## src/bridge_adc_pkg.sv

```systemverilog
/*
  constants for the bridge conversion decimator: register offsets,
  field positions, reset values, timing counts, filter scaling.
  assumes a 250 MHz system clock.
*/
package bridge_adc_pkg;
  localparam int unsigned CLK_HZ = 250_000_000;
  localparam int unsigned MOD_HZ = 1_000_000;
  localparam int unsigned MOD_DIV = CLK_HZ / MOD_HZ;
  localparam int unsigned REF_SETTLE_US = 50;
  localparam int unsigned REF_SETTLE_CYC = REF_SETTLE_US * (CLK_HZ / 1_000_000);
  localparam int unsigned RATE_SHORT_US = 64;
  localparam int unsigned RATE_LONG_US = 128;
  localparam int unsigned DEC_SHORT = RATE_SHORT_US * (MOD_HZ / 1_000_000);
  localparam int unsigned DEC_LONG = RATE_LONG_US * (MOD_HZ / 1_000_000);
  localparam int unsigned ACC_W = 26;
  localparam int unsigned PROD_W = ACC_W + 18;
  // full scale of 7 * R^3 maps just above 2^23, then saturates
  localparam logic signed [17:0] SCALE_K = 18'sh0924a;
  localparam int unsigned SHIFT_LONG = 16;
  localparam int unsigned SHIFT_SHORT = 13;
  localparam logic signed [23:0] RES_MAX = 24'sh7fffff;
  localparam logic signed [23:0] RES_MIN = -24'sh800000;

  localparam logic [7:0] ADDR_RES0 = 8'h00;
  localparam logic [7:0] ADDR_RES1 = 8'h01;
  localparam logic [7:0] ADDR_RES2 = 8'h02;
  localparam logic [7:0] ADDR_CONV_CFG = 8'h03;
  localparam logic [7:0] ADDR_MOD_CFG = 8'h04;
  localparam logic [7:0] ADDR_APWR = 8'h05;
  localparam logic [7:0] ADDR_GAIN = 8'h06;
  localparam logic [7:0] ADDR_FE_CFG = 8'h07;
  localparam logic [7:0] ADDR_BRIDGE = 8'h08;
  localparam logic [7:0] ADDR_STATUS = 8'h09;

  localparam int unsigned CFG_EN = 0;
  localparam int unsigned CFG_W24 = 1;
  localparam int unsigned CFG_R128 = 2;
  localparam int unsigned CFG_IRQ4 = 3;
  localparam int unsigned MOD_HALT = 0;
  localparam int unsigned PWR_REFBUF = 0;
  localparam int unsigned PWR_GATE_SD = 1;
  localparam int unsigned FE_DISC = 0;
  localparam int unsigned ST_READY = 0;
  localparam int unsigned ST_REFOK = 1;
  localparam int unsigned ST_RUN = 2;

  localparam logic [3:0] CONV_CFG_RST = 4'h0;
  localparam logic MOD_HALT_RST = 1'b0;
  localparam logic [1:0] APWR_RST = 2'h0;
  localparam logic [4:0] GAIN_RST = 5'h00;
  localparam logic FE_DISC_RST = 1'b0;
  localparam logic [1:0] VSEL_2V5 = 2'h0;
  localparam logic [1:0] VSEL_2V0 = 2'h1;
  localparam logic [1:0] VSEL_1V2 = 2'h2;

  typedef enum logic [1:0] {
    DEC_IDLE = 2'b00,
    DEC_FILL1 = 2'b01,
    DEC_FILL2 = 2'b11,
    DEC_RUN = 2'b10
  } dec_state_t;
endpackage : bridge_adc_pkg

```

## src/bridge_adc_decimator.sv

```systemverilog
/*
  bridge conversion path digital side: modulator pacing, sinc3
  decimator, result bytes, control bits, core reset from supplies.
  assumes clk_sys is the core clock derived from the oscillator,
  mod_code and supply flags arrive asynchronously.
*/
// Notes on behaviour
// RQ1: modulator runs at 1 MHz, each cycle gives a 3-bit code.
// RQ2: halt bit stops modulator samples; clearing it resumes them.
// RQ3: one sample per 64 or 128 us, chosen by configuration.
// RQ4: result is two's complement, 16 or 24 bits wide.
// RQ5: codes linear; full scale saturates to 0x8000/0x800000 and maximum.
// RQ6: decimator enable bit; disabled means no samples and no interrupts.
// RQ7: each sample lands in three byte-wide result registers.
// RQ8: interrupt on every sample or every fourth, per configuration.
// RQ9: core reset held until both supplies regulate; reasserts on dropout.
// RQ10: all timing derives from the one core clock by dividers.
// RQ11: processor ignores results for 50 us after core starts.
// RQ12: reference buffer enable resets to zero; zero turns buffer off.
// RQ13: amplifier gain is a 5-bit field.
// RQ14: processor sets amplifier disconnect on input overvoltage.
// RQ15: bridge supply select picks 2.5 V, 2 V or 1.2 V.
// RQ16: processor sets gate drive shutdown when gate drive unused.
// RQ17: fourth-sample counter restarts whenever decimator is disabled.
`timescale 1ns/1ps
module bridge_adc_decimator #(
  parameter int unsigned REF_SETTLE_CYC = bridge_adc_pkg::REF_SETTLE_CYC
) (
  input wire logic clk_sys,
  input wire logic sys_rst,
  input wire logic [7:0] reg_addr,
  input wire logic [7:0] reg_wdata,
  input wire logic reg_wr,
  input wire logic reg_rd,
  output logic [7:0] reg_rdata,
  input wire logic [2:0] mod_code,
  input wire logic analog_supply_ok,
  input wire logic digital_supply_ok,
  output logic mod_halt,
  output logic mod_strobe,
  output logic ref_buf_en,
  output logic gate_drive_shutdown,
  output logic [4:0] amp_gain,
  output logic input_amp_disconnect,
  output logic [1:0] bridge_voltage_select,
  output logic core_reset,
  output logic sample_irq
);
  localparam int unsigned AW = bridge_adc_pkg::ACC_W;
  localparam int unsigned PW = bridge_adc_pkg::PROD_W;
  localparam int unsigned REF_W = $clog2(REF_SETTLE_CYC + 1);

  logic [1:0] sup_a_r, sup_d_r;
  logic core_reset_r;
  logic [REF_W-1:0] ref_cnt_r;
  logic ref_valid_r;
  logic [2:0] code_s1_r, code_s2_r;
  logic [7:0] div_cnt_r;
  logic mod_tick_r;
  logic [3:0] conv_cfg_r;
  logic halt_r;
  logic [1:0] apwr_r;
  logic [4:0] gain_r;
  logic disc_r;
  logic [1:0] vsel_r;
  bridge_adc_pkg::dec_state_t st_r;
  logic [6:0] dec_cnt_r;
  logic signed [AW-1:0] i1_r, i2_r, i3_r, d1_r, d2_r, d3_r;
  logic signed [AW-1:0] c1, c2, c3;
  logic signed [4:0] x_in;
  logic signed [PW-1:0] prod, shifted;
  logic signed [23:0] res24;
  logic [23:0] res_r;
  logic [1:0] irq_cnt_r;
  logic irq_r;
  logic ready_r;
  logic [7:0] rdata_r;
  logic dec_last, out_stb, sample_vld, rate_chg, wr_hit_cfg;

  // supply flags and modulator code cross in through two flops
  always_ff @(posedge clk_sys or posedge sys_rst) begin
    if (sys_rst) begin
      sup_a_r <= 2'h0;
      sup_d_r <= 2'h0;
      code_s1_r <= 3'h0;
      code_s2_r <= 3'h0;
    end else begin
      sup_a_r <= {sup_a_r[0], analog_supply_ok};
      sup_d_r <= {sup_d_r[0], digital_supply_ok};
      code_s1_r <= mod_code;
      code_s2_r <= code_s1_r;
    end
  end

  always_ff @(posedge clk_sys or posedge sys_rst) begin
    if (sys_rst) begin
      core_reset_r <= 1'b1;
    end else begin
      core_reset_r <= ~(sup_a_r[1] & sup_d_r[1]); // [RQ9]
    end
  end

  // reference settle timer from core start
  always_ff @(posedge clk_sys or posedge sys_rst) begin
    if (sys_rst) begin
      ref_cnt_r <= '0;
      ref_valid_r <= 1'b0;
    end else if (core_reset_r) begin
      ref_cnt_r <= '0;
      ref_valid_r <= 1'b0;
    end else if (!ref_valid_r) begin
      ref_cnt_r <= ref_cnt_r + REF_W'(1);
      ref_valid_r <= (ref_cnt_r == REF_W'(REF_SETTLE_CYC - 1)); // [RQ11]
    end
  end

  // 1 MHz modulator pacing
  always_ff @(posedge clk_sys or posedge sys_rst) begin
    if (sys_rst) begin
      div_cnt_r <= 8'h00;
      mod_tick_r <= 1'b0;
    end else begin
      div_cnt_r <= (div_cnt_r == 8'(bridge_adc_pkg::MOD_DIV - 1)) ? 8'h00 : div_cnt_r + 8'h01; // [RQ10]
      mod_tick_r <= (div_cnt_r == 8'(bridge_adc_pkg::MOD_DIV - 1)) && !halt_r && !core_reset_r; // [RQ1] [RQ2]
    end
  end

  assign wr_hit_cfg = reg_wr && (reg_addr == bridge_adc_pkg::ADDR_CONV_CFG);
  assign rate_chg = wr_hit_cfg && (reg_wdata[bridge_adc_pkg::CFG_R128] != conv_cfg_r[bridge_adc_pkg::CFG_R128]);

  // software-written control registers
  always_ff @(posedge clk_sys or posedge sys_rst) begin
    if (sys_rst) begin
      conv_cfg_r <= bridge_adc_pkg::CONV_CFG_RST;
      halt_r <= bridge_adc_pkg::MOD_HALT_RST;
      apwr_r <= bridge_adc_pkg::APWR_RST; // [RQ12]
      gain_r <= bridge_adc_pkg::GAIN_RST;
      disc_r <= bridge_adc_pkg::FE_DISC_RST;
      vsel_r <= bridge_adc_pkg::VSEL_2V5;
    end else if (reg_wr) begin
      unique case (reg_addr)
        bridge_adc_pkg::ADDR_CONV_CFG: conv_cfg_r <= reg_wdata[3:0];
        bridge_adc_pkg::ADDR_MOD_CFG: halt_r <= reg_wdata[bridge_adc_pkg::MOD_HALT]; // [RQ2]
        bridge_adc_pkg::ADDR_APWR: apwr_r <= reg_wdata[1:0]; // [RQ12] [RQ16]
        bridge_adc_pkg::ADDR_GAIN: gain_r <= reg_wdata[4:0]; // [RQ13]
        bridge_adc_pkg::ADDR_FE_CFG: disc_r <= reg_wdata[bridge_adc_pkg::FE_DISC]; // [RQ14]
        bridge_adc_pkg::ADDR_BRIDGE: begin
          if (reg_wdata[1:0] != 2'h3) begin
            vsel_r <= reg_wdata[1:0]; // [RQ15]
          end
        end
        default: ;
      endcase
    end
  end

  // sinc3 decimator
  assign x_in = $signed({1'b0, code_s2_r, 1'b0}) - 5'sd7;
  assign dec_last = dec_cnt_r == (conv_cfg_r[bridge_adc_pkg::CFG_R128]
                    ? 7'(bridge_adc_pkg::DEC_LONG - 1) : 7'(bridge_adc_pkg::DEC_SHORT - 1));
  assign out_stb = mod_tick_r && dec_last && (st_r != bridge_adc_pkg::DEC_IDLE); // [RQ3]
  assign sample_vld = out_stb && (st_r == bridge_adc_pkg::DEC_RUN) && conv_cfg_r[bridge_adc_pkg::CFG_EN]; // [RQ6]
  assign c1 = i3_r - d1_r;
  assign c2 = c1 - d2_r;
  assign c3 = c2 - d3_r;
  assign prod = PW'(c3) * PW'(bridge_adc_pkg::SCALE_K);
  assign shifted = conv_cfg_r[bridge_adc_pkg::CFG_R128]
                   ? (prod >>> bridge_adc_pkg::SHIFT_LONG) : (prod >>> bridge_adc_pkg::SHIFT_SHORT);

  always_comb begin
    if (shifted > PW'(bridge_adc_pkg::RES_MAX)) begin
      res24 = bridge_adc_pkg::RES_MAX; // [RQ5]
    end else if (shifted < PW'(bridge_adc_pkg::RES_MIN)) begin
      res24 = bridge_adc_pkg::RES_MIN; // [RQ5]
    end else begin
      res24 = shifted[23:0];
    end
  end

  always_ff @(posedge clk_sys or posedge sys_rst) begin
    if (sys_rst) begin
      st_r <= bridge_adc_pkg::DEC_IDLE;
    end else if (!conv_cfg_r[bridge_adc_pkg::CFG_EN] || core_reset_r || rate_chg) begin
      st_r <= bridge_adc_pkg::DEC_IDLE; // [RQ6]
    end else begin
      unique case (st_r)
        bridge_adc_pkg::DEC_IDLE: st_r <= bridge_adc_pkg::DEC_FILL1;
        bridge_adc_pkg::DEC_FILL1: if (out_stb) st_r <= bridge_adc_pkg::DEC_FILL2;
        bridge_adc_pkg::DEC_FILL2: if (out_stb) st_r <= bridge_adc_pkg::DEC_RUN;
        bridge_adc_pkg::DEC_RUN: st_r <= bridge_adc_pkg::DEC_RUN;
      endcase
    end
  end

  always_ff @(posedge clk_sys or posedge sys_rst) begin
    if (sys_rst) begin
      dec_cnt_r <= 7'h00;
      {i1_r, i2_r, i3_r, d1_r, d2_r, d3_r} <= '0;
    end else if (st_r == bridge_adc_pkg::DEC_IDLE) begin
      dec_cnt_r <= 7'h00;
      {i1_r, i2_r, i3_r, d1_r, d2_r, d3_r} <= '0;
    end else if (mod_tick_r) begin
      i1_r <= i1_r + AW'(x_in);
      i2_r <= i2_r + i1_r;
      i3_r <= i3_r + i2_r;
      dec_cnt_r <= dec_last ? 7'h00 : dec_cnt_r + 7'h01; // [RQ3]
      if (dec_last) begin
        d1_r <= i3_r;
        d2_r <= c1;
        d3_r <= c2;
      end
    end
  end

  // result bytes, 16-bit mode sign-extends into the top byte
  always_ff @(posedge clk_sys or posedge sys_rst) begin
    if (sys_rst) begin
      res_r <= 24'h000000;
    end else if (sample_vld) begin
      res_r <= conv_cfg_r[bridge_adc_pkg::CFG_W24] ? res24 : {{8{res24[23]}}, res24[23:8]}; // [RQ4] [RQ7]
    end
  end

  always_ff @(posedge clk_sys or posedge sys_rst) begin
    if (sys_rst) begin
      irq_cnt_r <= 2'h0;
      irq_r <= 1'b0;
    end else if (st_r == bridge_adc_pkg::DEC_IDLE) begin
      irq_cnt_r <= 2'h0; // [RQ17]
      irq_r <= 1'b0; // [RQ6]
    end else begin
      irq_r <= sample_vld && (!conv_cfg_r[bridge_adc_pkg::CFG_IRQ4] || irq_cnt_r == 2'h3); // [RQ8]
      if (sample_vld) begin
        irq_cnt_r <= irq_cnt_r + 2'h1;
      end
    end
  end

  // ready flag: a new sample wins over a read of the low byte
  always_ff @(posedge clk_sys or posedge sys_rst) begin
    if (sys_rst) begin
      ready_r <= 1'b0;
    end else if (sample_vld) begin
      ready_r <= 1'b1;
    end else if (reg_rd && reg_addr == bridge_adc_pkg::ADDR_RES0) begin
      ready_r <= 1'b0;
    end
  end

  always_ff @(posedge clk_sys or posedge sys_rst) begin
    if (sys_rst) begin
      rdata_r <= 8'h00;
    end else if (!reg_rd) begin
      rdata_r <= 8'h00;
    end else begin
      unique case (reg_addr)
        bridge_adc_pkg::ADDR_RES0: rdata_r <= res_r[7:0]; // [RQ7]
        bridge_adc_pkg::ADDR_RES1: rdata_r <= res_r[15:8];
        bridge_adc_pkg::ADDR_RES2: rdata_r <= res_r[23:16];
        bridge_adc_pkg::ADDR_CONV_CFG: rdata_r <= {4'h0, conv_cfg_r};
        bridge_adc_pkg::ADDR_MOD_CFG: rdata_r <= {7'h00, halt_r};
        bridge_adc_pkg::ADDR_APWR: rdata_r <= {6'h00, apwr_r};
        bridge_adc_pkg::ADDR_GAIN: rdata_r <= {3'h0, gain_r};
        bridge_adc_pkg::ADDR_FE_CFG: rdata_r <= {7'h00, disc_r};
        bridge_adc_pkg::ADDR_BRIDGE: rdata_r <= {6'h00, vsel_r};
        bridge_adc_pkg::ADDR_STATUS: rdata_r <= {5'h00, st_r == bridge_adc_pkg::DEC_RUN, ref_valid_r, ready_r};
        default: rdata_r <= 8'h00;
      endcase
    end
  end

  assign reg_rdata = rdata_r;
  assign mod_halt = halt_r;
  assign mod_strobe = mod_tick_r;
  assign ref_buf_en = apwr_r[bridge_adc_pkg::PWR_REFBUF];
  assign gate_drive_shutdown = apwr_r[bridge_adc_pkg::PWR_GATE_SD];
  assign amp_gain = gain_r;
  assign input_amp_disconnect = disc_r;
  assign bridge_voltage_select = vsel_r;
  assign core_reset = core_reset_r;
  assign sample_irq = irq_r;

  // samples counted since the last interrupt, for checking only
  logic [2:0] since_irq_r;
  always_ff @(posedge clk_sys or posedge sys_rst) begin
    if (sys_rst) begin
      since_irq_r <= 3'h0;
    end else if (st_r == bridge_adc_pkg::DEC_IDLE || irq_r) begin
      since_irq_r <= sample_vld ? 3'h1 : 3'h0;
    end else if (sample_vld) begin
      since_irq_r <= since_irq_r + 3'h1;
    end
  end
endmodule : bridge_adc_decimator

```

## config.mk

```make
export PLATFORM = sky130hd
export DESIGN_NAME = bridge_adc_decimator
export DESIGN_NICKNAME = d
export VERILOG_FILES = /design/src/bridge_adc_pkg.sv /design/src/bridge_adc_decimator.sv
export SDC_FILE = /design/constraint.sdc
export NUM_CORES = 1
export LEC_CHECK = 0
export BUFFER_PORTS_ARGS = -buffer_cell sky130_fd_sc_hd__buf_4
export CELL_PAD_IN_SITES_DETAIL_PLACEMENT = 1
export CELL_PAD_IN_SITES_GLOBAL_PLACEMENT = 2
export CORE_MARGIN = 1.5
export CORE_UTILIZATION = 37
export DETAILED_ROUTE_END_ITERATION = 8
export GPL_ROUTABILITY_DRIVEN = 0
export MAX_ROUTING_LAYER = met4
export PLACE_DENSITY = 0.86
export SLEW_MARGIN = 25
export SYNTH_ARGS = -nofsm -noshare
export SYNTH_HDL_FRONTEND = slang
export SYNTH_SLANG_ARGS = --single-unit
export TNS_END_PERCENT = 20
```

## constraint.sdc

```tcl
create_clock -name clk_sys -period 11.31 [get_ports clk_sys]
set_input_delay 0.5655 -clock clk_sys [delete_from_list [all_inputs] [get_ports clk_sys]]
set_output_delay 0.5655 -clock clk_sys [all_outputs]
set_load 0.005 [all_outputs]
```

==> results of run 1 <==
-- path summary, 6_finish.rpt --
| path | start | to | cells after the start |
|---|---|---|---|
| min in group asynchronous | sys_rst | d2_r[20] | 2 |
| setup / recovery | i3_r[0] | res_r[8] | 55 |
| max in group asynchronous | sys_rst | mod_strobe | 3 |
| setup reg to reg | i3_r[0] | res_r[8] | 55 |
| hold reg to reg | code_s1_r[1] | code_s2_r[1] | 0 |
| hold / removal | mod_code[2] | code_s1_r[2] | 1 |
-- power breakdown --
| group | leakage, nW | total, mW | switching (mW) | internal [mW] |
|---|---|---|---|---|
| clock | 0.510 | 1.02 | 0.413 | 0.603 |
| combinational | 9.05 | 0.0672 | 0.0454 | 0.0218 |
| sequential | 3.46 | 0.909 | 0.00589 | 0.904 |
-- metrics by stage --
step / setup slack (ns) / cells / utilization [%] / area, um2 / TNS (ns)
2_1_floorplan: 0.1404 / 2619 / - / 23020 / 0
3_3_place_gp: 0.01069 / 3529 / 40.42 / 24900 / 0
3_5_place_dp: -0.3223 / 3529 / 40.42 / 24900 / -5.109
4_1_cts: 0.02418 / 3591 / 42.23 / 26010 / 0
5_1_grt: -0.1623 / 3619 / 43.49 / 26790 / -2.282
6_report: 0.3006 / 3619 / 43.49 / 26790 / 0
-- metal layers --
layer / vias up / global-route usage, %
li1: 9391 / -
met1: 9705 / 26.36
met3: 96 / 1.607
met4: 0 / 4.277
met5: - / -
met2: 215 / 34.95
-- placed cells by master (no fill, tap or decap), types with 16 or more instances in the layout --
master,count
ha_1,260
dfrtp_1,249
inv_1,247
nor2_1,229
nand2_1,219
buf_4,167
a21oi_1,163
o21ai_0,160
xnor2_1,129
fa_1,82
a21o_1,71
xor2_1,66
mux2i_1,59
nand3_1,46
nor3_1,43
o21a_1,35
clkbuf_16,31
nor2b_1,28
o21ai_1,27
a31oi_1,23
o21bai_1,20
nand2b_1,20
and3_1,20
a21oi_2,18
a211oi_1,17
and2_1,16
or3_1,16
-- critical path: cells and delay by family (launching register included) --
family                   cells  cell delay (ns)
AO/OA/AOI/OAI               18             3.24
buffers and inverters        9             0.89
flip-flops                   1             0.36
adder cells (fa/ha/maj)     10             3.51
AND/OR/NAND/NOR             14             2.14
XOR/XNOR                     4             0.78
-- cells in the mapped netlist (all sizes together), types with 8 or more instances --
master    n  area share, %
or3      16           0.43
nor3     45            1.0
nand3    47            1.0
and3     22           0.62
nand2   225            3.7
buf      17           0.34
a31oi    26           0.71
a22o     12           0.49
inv     256            4.2
o21a     36            1.2
nor2b    28           0.76
fa       83            7.2
mux2     15           0.73
dfrtp   250             27
nand2b   21           0.57
o21bai   21           0.68
mux2i    59            2.6
a22oi    14           0.46
xor2     69            2.7
nand4    15           0.41
o22ai     8           0.22
clkbuf   50           0.82
nor3b     9           0.29
o221ai    8           0.39
a211oi   20           0.67
xnor2   139            5.4
nor2    236            3.9
o211ai   13           0.45
a21oi   183            4.0
o31a      8           0.30
and2     16           0.43
ha      272             15
a21o     72            2.4
o21ai   193            4.3
-- flip-flops by register name, summed over array words and instances, names as in the netlist, 2 cells and up --
| register | cells |
|---|---|
| amp_gain | 5 |
| apwr_r | 2 |
| bridge_voltage_select | 2 |
| code_s1_r | 3 |
| code_s2_r | 3 |
| conv_cfg_r | 4 |
| d1_r | 26 |
| d2_r | 26 |
| d3_r | 26 |
| dec_cnt_r | 7 |
| div_cnt_r | 8 |
| i1_r | 26 |
| i2_r | 26 |
| i3_r | 26 |
| irq_cnt_r | 2 |
| ref_cnt_r | 14 |
| reg_rdata | 8 |
| res_r | 24 |
| st_r | 2 |
| sup_a_r | 2 |
| sup_d_r | 2 |
-- area by class of cell --
cell class              instances  area share [%]
well taps                     837           3.910
repair buffers                171           4.881
flip-flops and latches        251           23.47
clock inverters                11          0.4578
multi-input cells            2046           60.24
inverters                     257           3.639
clock buffers                  46           3.405
-- cell families (layout without fill, tap and decap cells) --
family / after synthesis / after routing / synth area share [%]
and+or+nand+nor: 720 / 720 / 14.47
AOI/OAI and AO/OA: 685 / 687 / 19.29
adders and majority gates: 355 / 355 / 22.00
buffers and inverters: 324 / 485 / 5.354
DFF: 251 / 251 / 27.29
xor gates and xnor gates: 209 / 209 / 8.192
muxes: 75 / 75 / 3.397
-- what timing repair did --
| item | in CTS | in global routing |
|---|---|---|
| resized for setup | 8 | 110 |
| endpoints found under the setup margin | 23 | 24 |
| endpoints found under the hold margin | 0 | 0 |
| buffers inserted | 4 | 27 |
| cloned | 1 | 1 |
| pin swaps | 14 | 71 |
==> flow_metrics.env, run 1 <==
export IMPL_critical_path_endpoint_type="flip-flop"
export IMPL_fmax_ghz=0.09083
export IMPL_clock_skew_ns=0.02346
export IMPL_worst_path_largest_cell_delay_ns=0.53
export IMPL_power_density_nw_per_um2=74.35
export IMPL_via_per_inst=5.363
export IMPL_async_flop_share_pct=100.0
export IMPL_register_area_um2=6286
export IMPL_rsz0062_at_grt="true"
export IMPL_fill_cells=7168
export IMPL_remaining_drc_errors=0
export IMPL_syn_area_um2=23020
export IMPL_worstPathRequired_ns=11.81
export IMPL_dr_wl_met2_um=31700
export IMPL_power_leakage_nw=13.01
export IMPL_drive_above_1_share_pct=13.30
export IMPL_m1WireLength_um=29740
export IMPL_route_met3_wl_um=1352
export IMPL_clock_path_buffers=3
export IMPL_crit_top_cell="ha_4"
export IMPL_hpwl_um=48740
export IMPL_cts_root_buffer="clkbuf_16"
export IMPL_cap_violations=0
export IMPL_p_total_mw=1.992
export IMPL_grt_pass1_vias=20760
export IMPL_cts_made_buffers=31
export IMPL_synth_edf_count=0
export IMPL_track_usage_pct=20.41
export IMPL_clkTransAtPathRegs_ns=0.06
export IMPL_vdd_drop_max_v=0.0001021
export IMPL_initial_core_util_pct=37.37
export IMPL_drtAntennaViolNets=0
export IMPL_slew_headroom_pct=32.37
export IMPL_slowest_stage="fa_1"
export IMPL_ys_seq_elements=251
export IMPL_slew_violations=0
export IMPL_ys_types=92
export IMPL_antenna_found_initial=0
export IMPL_firstDrtPassIters=5
export IMPL_yosys_warnings=0
export IMPL_synthesis_nets=2999
export IMPL_boundaryPins=47
export IMPL_cts_tree="done"
export IMPL_top_layer="met4"
export IMPL_nets=3138
export IMPL_dieWidth_um=252.4
export IMPL_htree_levels=1
export IMPL_path_class="flip-flop to flip-flop"
export IMPL_num_antenna_cells=0
export IMPL_die_h_um=252.4
export IMPL_clk_latency_ns=0.58
export IMPL_totalWireLength_um=64180
export IMPL_rows=91
export IMPL_numPortBuffers=43
export IMPL_syn_area_per_cell_um2=8.789
export IMPL_worst_pin_slew_ns=1.014
export IMPL_crit_fanout=7
export IMPL_synthCells=2619
export IMPL_worst_r2r_setup_slack_ns=0.30
export IMPL_vias=19410
export IMPL_setup_viol=0
export IMPL_clock_sinks=251
export IMPL_postCtsHoldBufs=0
export IMPL_synth_main_ff_cell="dfrtp_1"
export IMPL_arrival_ns=11.51
export IMPL_post_drt_wl_per_cell_um=17.73
export IMPL_min_period_ns=11.01
export IMPL_drtIter0Drc=1006
export IMPL_multi_input_area_um2=16140
export IMPL_hp_class="primary input to flip-flop"
export IMPL_yosysSeqAreaShare_pct=27.29
export IMPL_grt_pass1_wl_um=105600
export IMPL_syn_to_final_growth_pct=16.37
export IMPL_startpoint_type="flip-flop"
export IMPL_core_um2=61600
export IMPL_status="finished, final reports clean"
export IMPL_grt_start_max_net_pins=151
export IMPL_hold_viol_final=0
export IMPL_die_area_um2=63720
export IMPL_timing_hold_ws_ns=0.09388
export IMPL_grt_overflow=0
export IMPL_period_share_pct=97.34
Note: power is estimated with default switching activity, not from simulation.
==> run 2: changes to the inputs <==
--- a/config.mk
+++ b/config.mk
@@ -9,11 +9,11 @@
 export CELL_PAD_IN_SITES_DETAIL_PLACEMENT = 1
 export CELL_PAD_IN_SITES_GLOBAL_PLACEMENT = 2
 export CORE_MARGIN = 1.5
-export CORE_UTILIZATION = 37
+export CORE_UTILIZATION = 44
 export DETAILED_ROUTE_END_ITERATION = 8
 export GPL_ROUTABILITY_DRIVEN = 0
 export MAX_ROUTING_LAYER = met4
-export PLACE_DENSITY = 0.86
+export PLACE_DENSITY = 0.95
 export SLEW_MARGIN = 25
 export SYNTH_ARGS = -nofsm -noshare
 export SYNTH_HDL_FRONTEND = slang
==> constraint.sdc (replaced) <==
create_clock -name clk_sys -period 13.4 [get_ports clk_sys]
set_input_delay 1.34 -clock clk_sys [delete_from_list [all_inputs] [get_ports clk_sys]]
set_output_delay 1.34 -clock clk_sys [all_outputs]
set_load 0.005 [all_outputs]
==> flow_metrics.env, run 2 (synthesis results as in run 1) <==
export IMPL_layout_commonest_cell="ha_1"
export IMPL_post_cts_buffers=0
export IMPL_nets=3026
export IMPL_fill_cells=6070
export IMPL_arrival_ns=12.87
export IMPL_hold_end="code_s2_r[1]"
export IMPL_cts_tree="done"
export IMPL_clkTransAtPathRegs_ns=0.06
export IMPL_drive_above_1_share_pct=6.816
export IMPL_slew_headroom_pct=32.35
export IMPL_numPortBuffers=43
export IMPL_setup_tns_ns=0
export IMPL_drtIter0Drc=766
export IMPL_firstDrtPassIters=5
export IMPL_cts_made_buffers=30
export IMPL_rsz0062_at_grt="false"
export IMPL_remaining_drc_errors=0
export IMPL_die_h_um=231.7
export IMPL_path_class="flip-flop to flip-flop"
export IMPL_power_leakage_nw=12.38
export IMPL_slowest_stage="fa_1"
export IMPL_htree_levels=1
export IMPL_startpoint_type="flip-flop"
export IMPL_worstPathRequired_ns=13.88
export IMPL_grt_pass1_vias=20580
export IMPL_track_usage_pct=24.06
export IMPL_die_area_um2=53700
export IMPL_clk_latency_ns=0.58
export IMPL_status="finished, final reports clean"
export IMPL_via_per_inst=5.694
export IMPL_multi_input_area_um2=15540
export IMPL_reg2regPathDepth=51
export IMPL_power_density_nw_per_um2=67.75
export IMPL_clock_sinks=251
export IMPL_hpwl_um=47800
export IMPL_boundaryPins=47
export IMPL_post_drt_wl_per_cell_um=18.49
export IMPL_slew_violations=0
export IMPL_hold_viol_final=0
export IMPL_utilization_pct=48.91
export IMPL_cap_violations=0
export IMPL_vdd_drop_max_v=0.00008643
export IMPL_register_area_um2=6286
export IMPL_min_period_ns=12.39
export IMPL_layout_common_cells="ha_1 (272), inv_1 (254), dfrtp_1 (249), nor2_1 (232), nand2_1 (224)"
export IMPL_hp_start="code_s1_r[1]"
export IMPL_postCtsHoldBufs=0
export IMPL_min_path_cells=0
export IMPL_worst_pin_slew_ns=1.001
export IMPL_fmax_ghz=0.08071
export IMPL_syn_to_final_growth_pct=9.453
export IMPL_grt_pass1_wl_um=104500
export IMPL_drtAntennaViolNets=0
export IMPL_grt_start_max_net_pins=88
export IMPL_initial_core_util_pct=44.69
export IMPL_crit_top_cell="ha_1"
export IMPL_totalWireLength_um=61950
export IMPL_worst_r2r_setup_slack_ns=1.01
export IMPL_antenna_found_initial=2
export IMPL_rows=83
export IMPL_vias=19070
export IMPL_grt_overflow=0
export IMPL_period_share_pct=92.46
export IMPL_setup_viol=0
export IMPL_worst_path_largest_cell_delay_ns=0.55
export IMPL_cts_root_buffer="clkbuf_16"
export IMPL_clock_skew_ns=0.02151
export IMPL_regToRegEndpoint="res_r[6]"
export IMPL_core_um2=51510
export IMPL_critical_path_endpoint_type="flip-flop"
export IMPL_r2r_start="i3_r[0]"
export IMPL_num_antenna_cells=0
export IMPL_hp_class="flip-flop to flip-flop"
export IMPL_cts_resized=0
export IMPL_clock_path_buffers=3
export IMPL_crit_fanout=12
export IMPL_dieWidth_um=231.7
run 2: cell count changes in the layout (fill, tap and decap cells not counted), moves of 5 or more:
cell / before / now
o21ai_0: 160 / 172
nand2_2: 6 / 1
clkbuf_1: 7 / 2
xnor2_2: 8 / 2
ha_4: 11 / 0
buf_4: 167 / 62
o21ai_1: 27 / 18
inv_1: 247 / 254
xnor2_1: 129 / 136
inv_2: 7 / 0
nand2_1: 219 / 224
a21oi_1: 163 / 181
a21oi_2: 18 / 1
ha_1: 260 / 272
run 2: per-stage QoR:
| step | setup WS (ns) | power [mW] | hold WS [ns] | instances | instance area, um2 |
|---|---|---|---|---|---|
| floorplan | 2.230 | 0.8149 | 0.3312 | 2619 | 23020 |
| global placement | 1.137 | 0.8361 | 0.3348 | 3294 | 24100 |
| detailed placement | 0.7329 | 0.8384 | 0.3379 | 3294 | 24100 |
| CTS | 0.6810 | 1.725 | 0.3520 | 3350 | 25180 |
| global route | 0.01644 | 1.760 | 0.3627 | 3350 | 25190 |
| finish | 1.010 | 1.707 | 0.3511 | 3350 | 25190 |
run 2: critical path: cells and delay by family (launching register included):
kind / cells / cell delay (ns)
compound gates: 22 / 5.08
xor+xnor: 2 / 0.34
fa+ha+maj: 10 / 4.15
buf+inv: 7 / 0.93
flops: 1 / 0.37
simple gates: 10 / 1.42
run 2: layout make-up:
cell class,instances,share of cell area [%]
clock inverter,17,0.8790
multi-input combinational,2044,61.69
sequential,251,24.95
timing repair buffer,62,1.847
clock buffer,39,3.392
inverter,257,3.869
tap,680,3.377
run 2: worst max-delay path by stage:
stage / startpoint / to / slack, ns / depth (start not counted)
final: i3_r[0] / res_r[6] / 1.01 / 51
after global routing: i3_r[0] / res_r[6] / 0.02 / 51
after CTS: i3_r[0] / res_r[14] / 0.68 / 56
after detailed placement: i3_r[0] / res_r[14] / 0.73 / 56
after global placement: i3_r[0] / res_r[11] / 1.14 / 56
after floorplan: i3_r[0] / res_r[5] / 2.23 / 54
run 2: where the power goes:
part           switching [mW]  internal [mW]  leakage, nW
clock                   0.355          0.529        0.527
combinational          0.0378         0.0182         8.40
sequential            0.00474          0.762         3.46
total                   0.397           1.31         12.4
run 2: per-layer routing:
metal	track usage (%)	vias up	share of wire, %
met2	41.92	199	50
met4	5.621	0	2.3
met5	-	-	0
met3	2.259	91	2.3
li1	-	9184	-
met1	30.08	9600	45
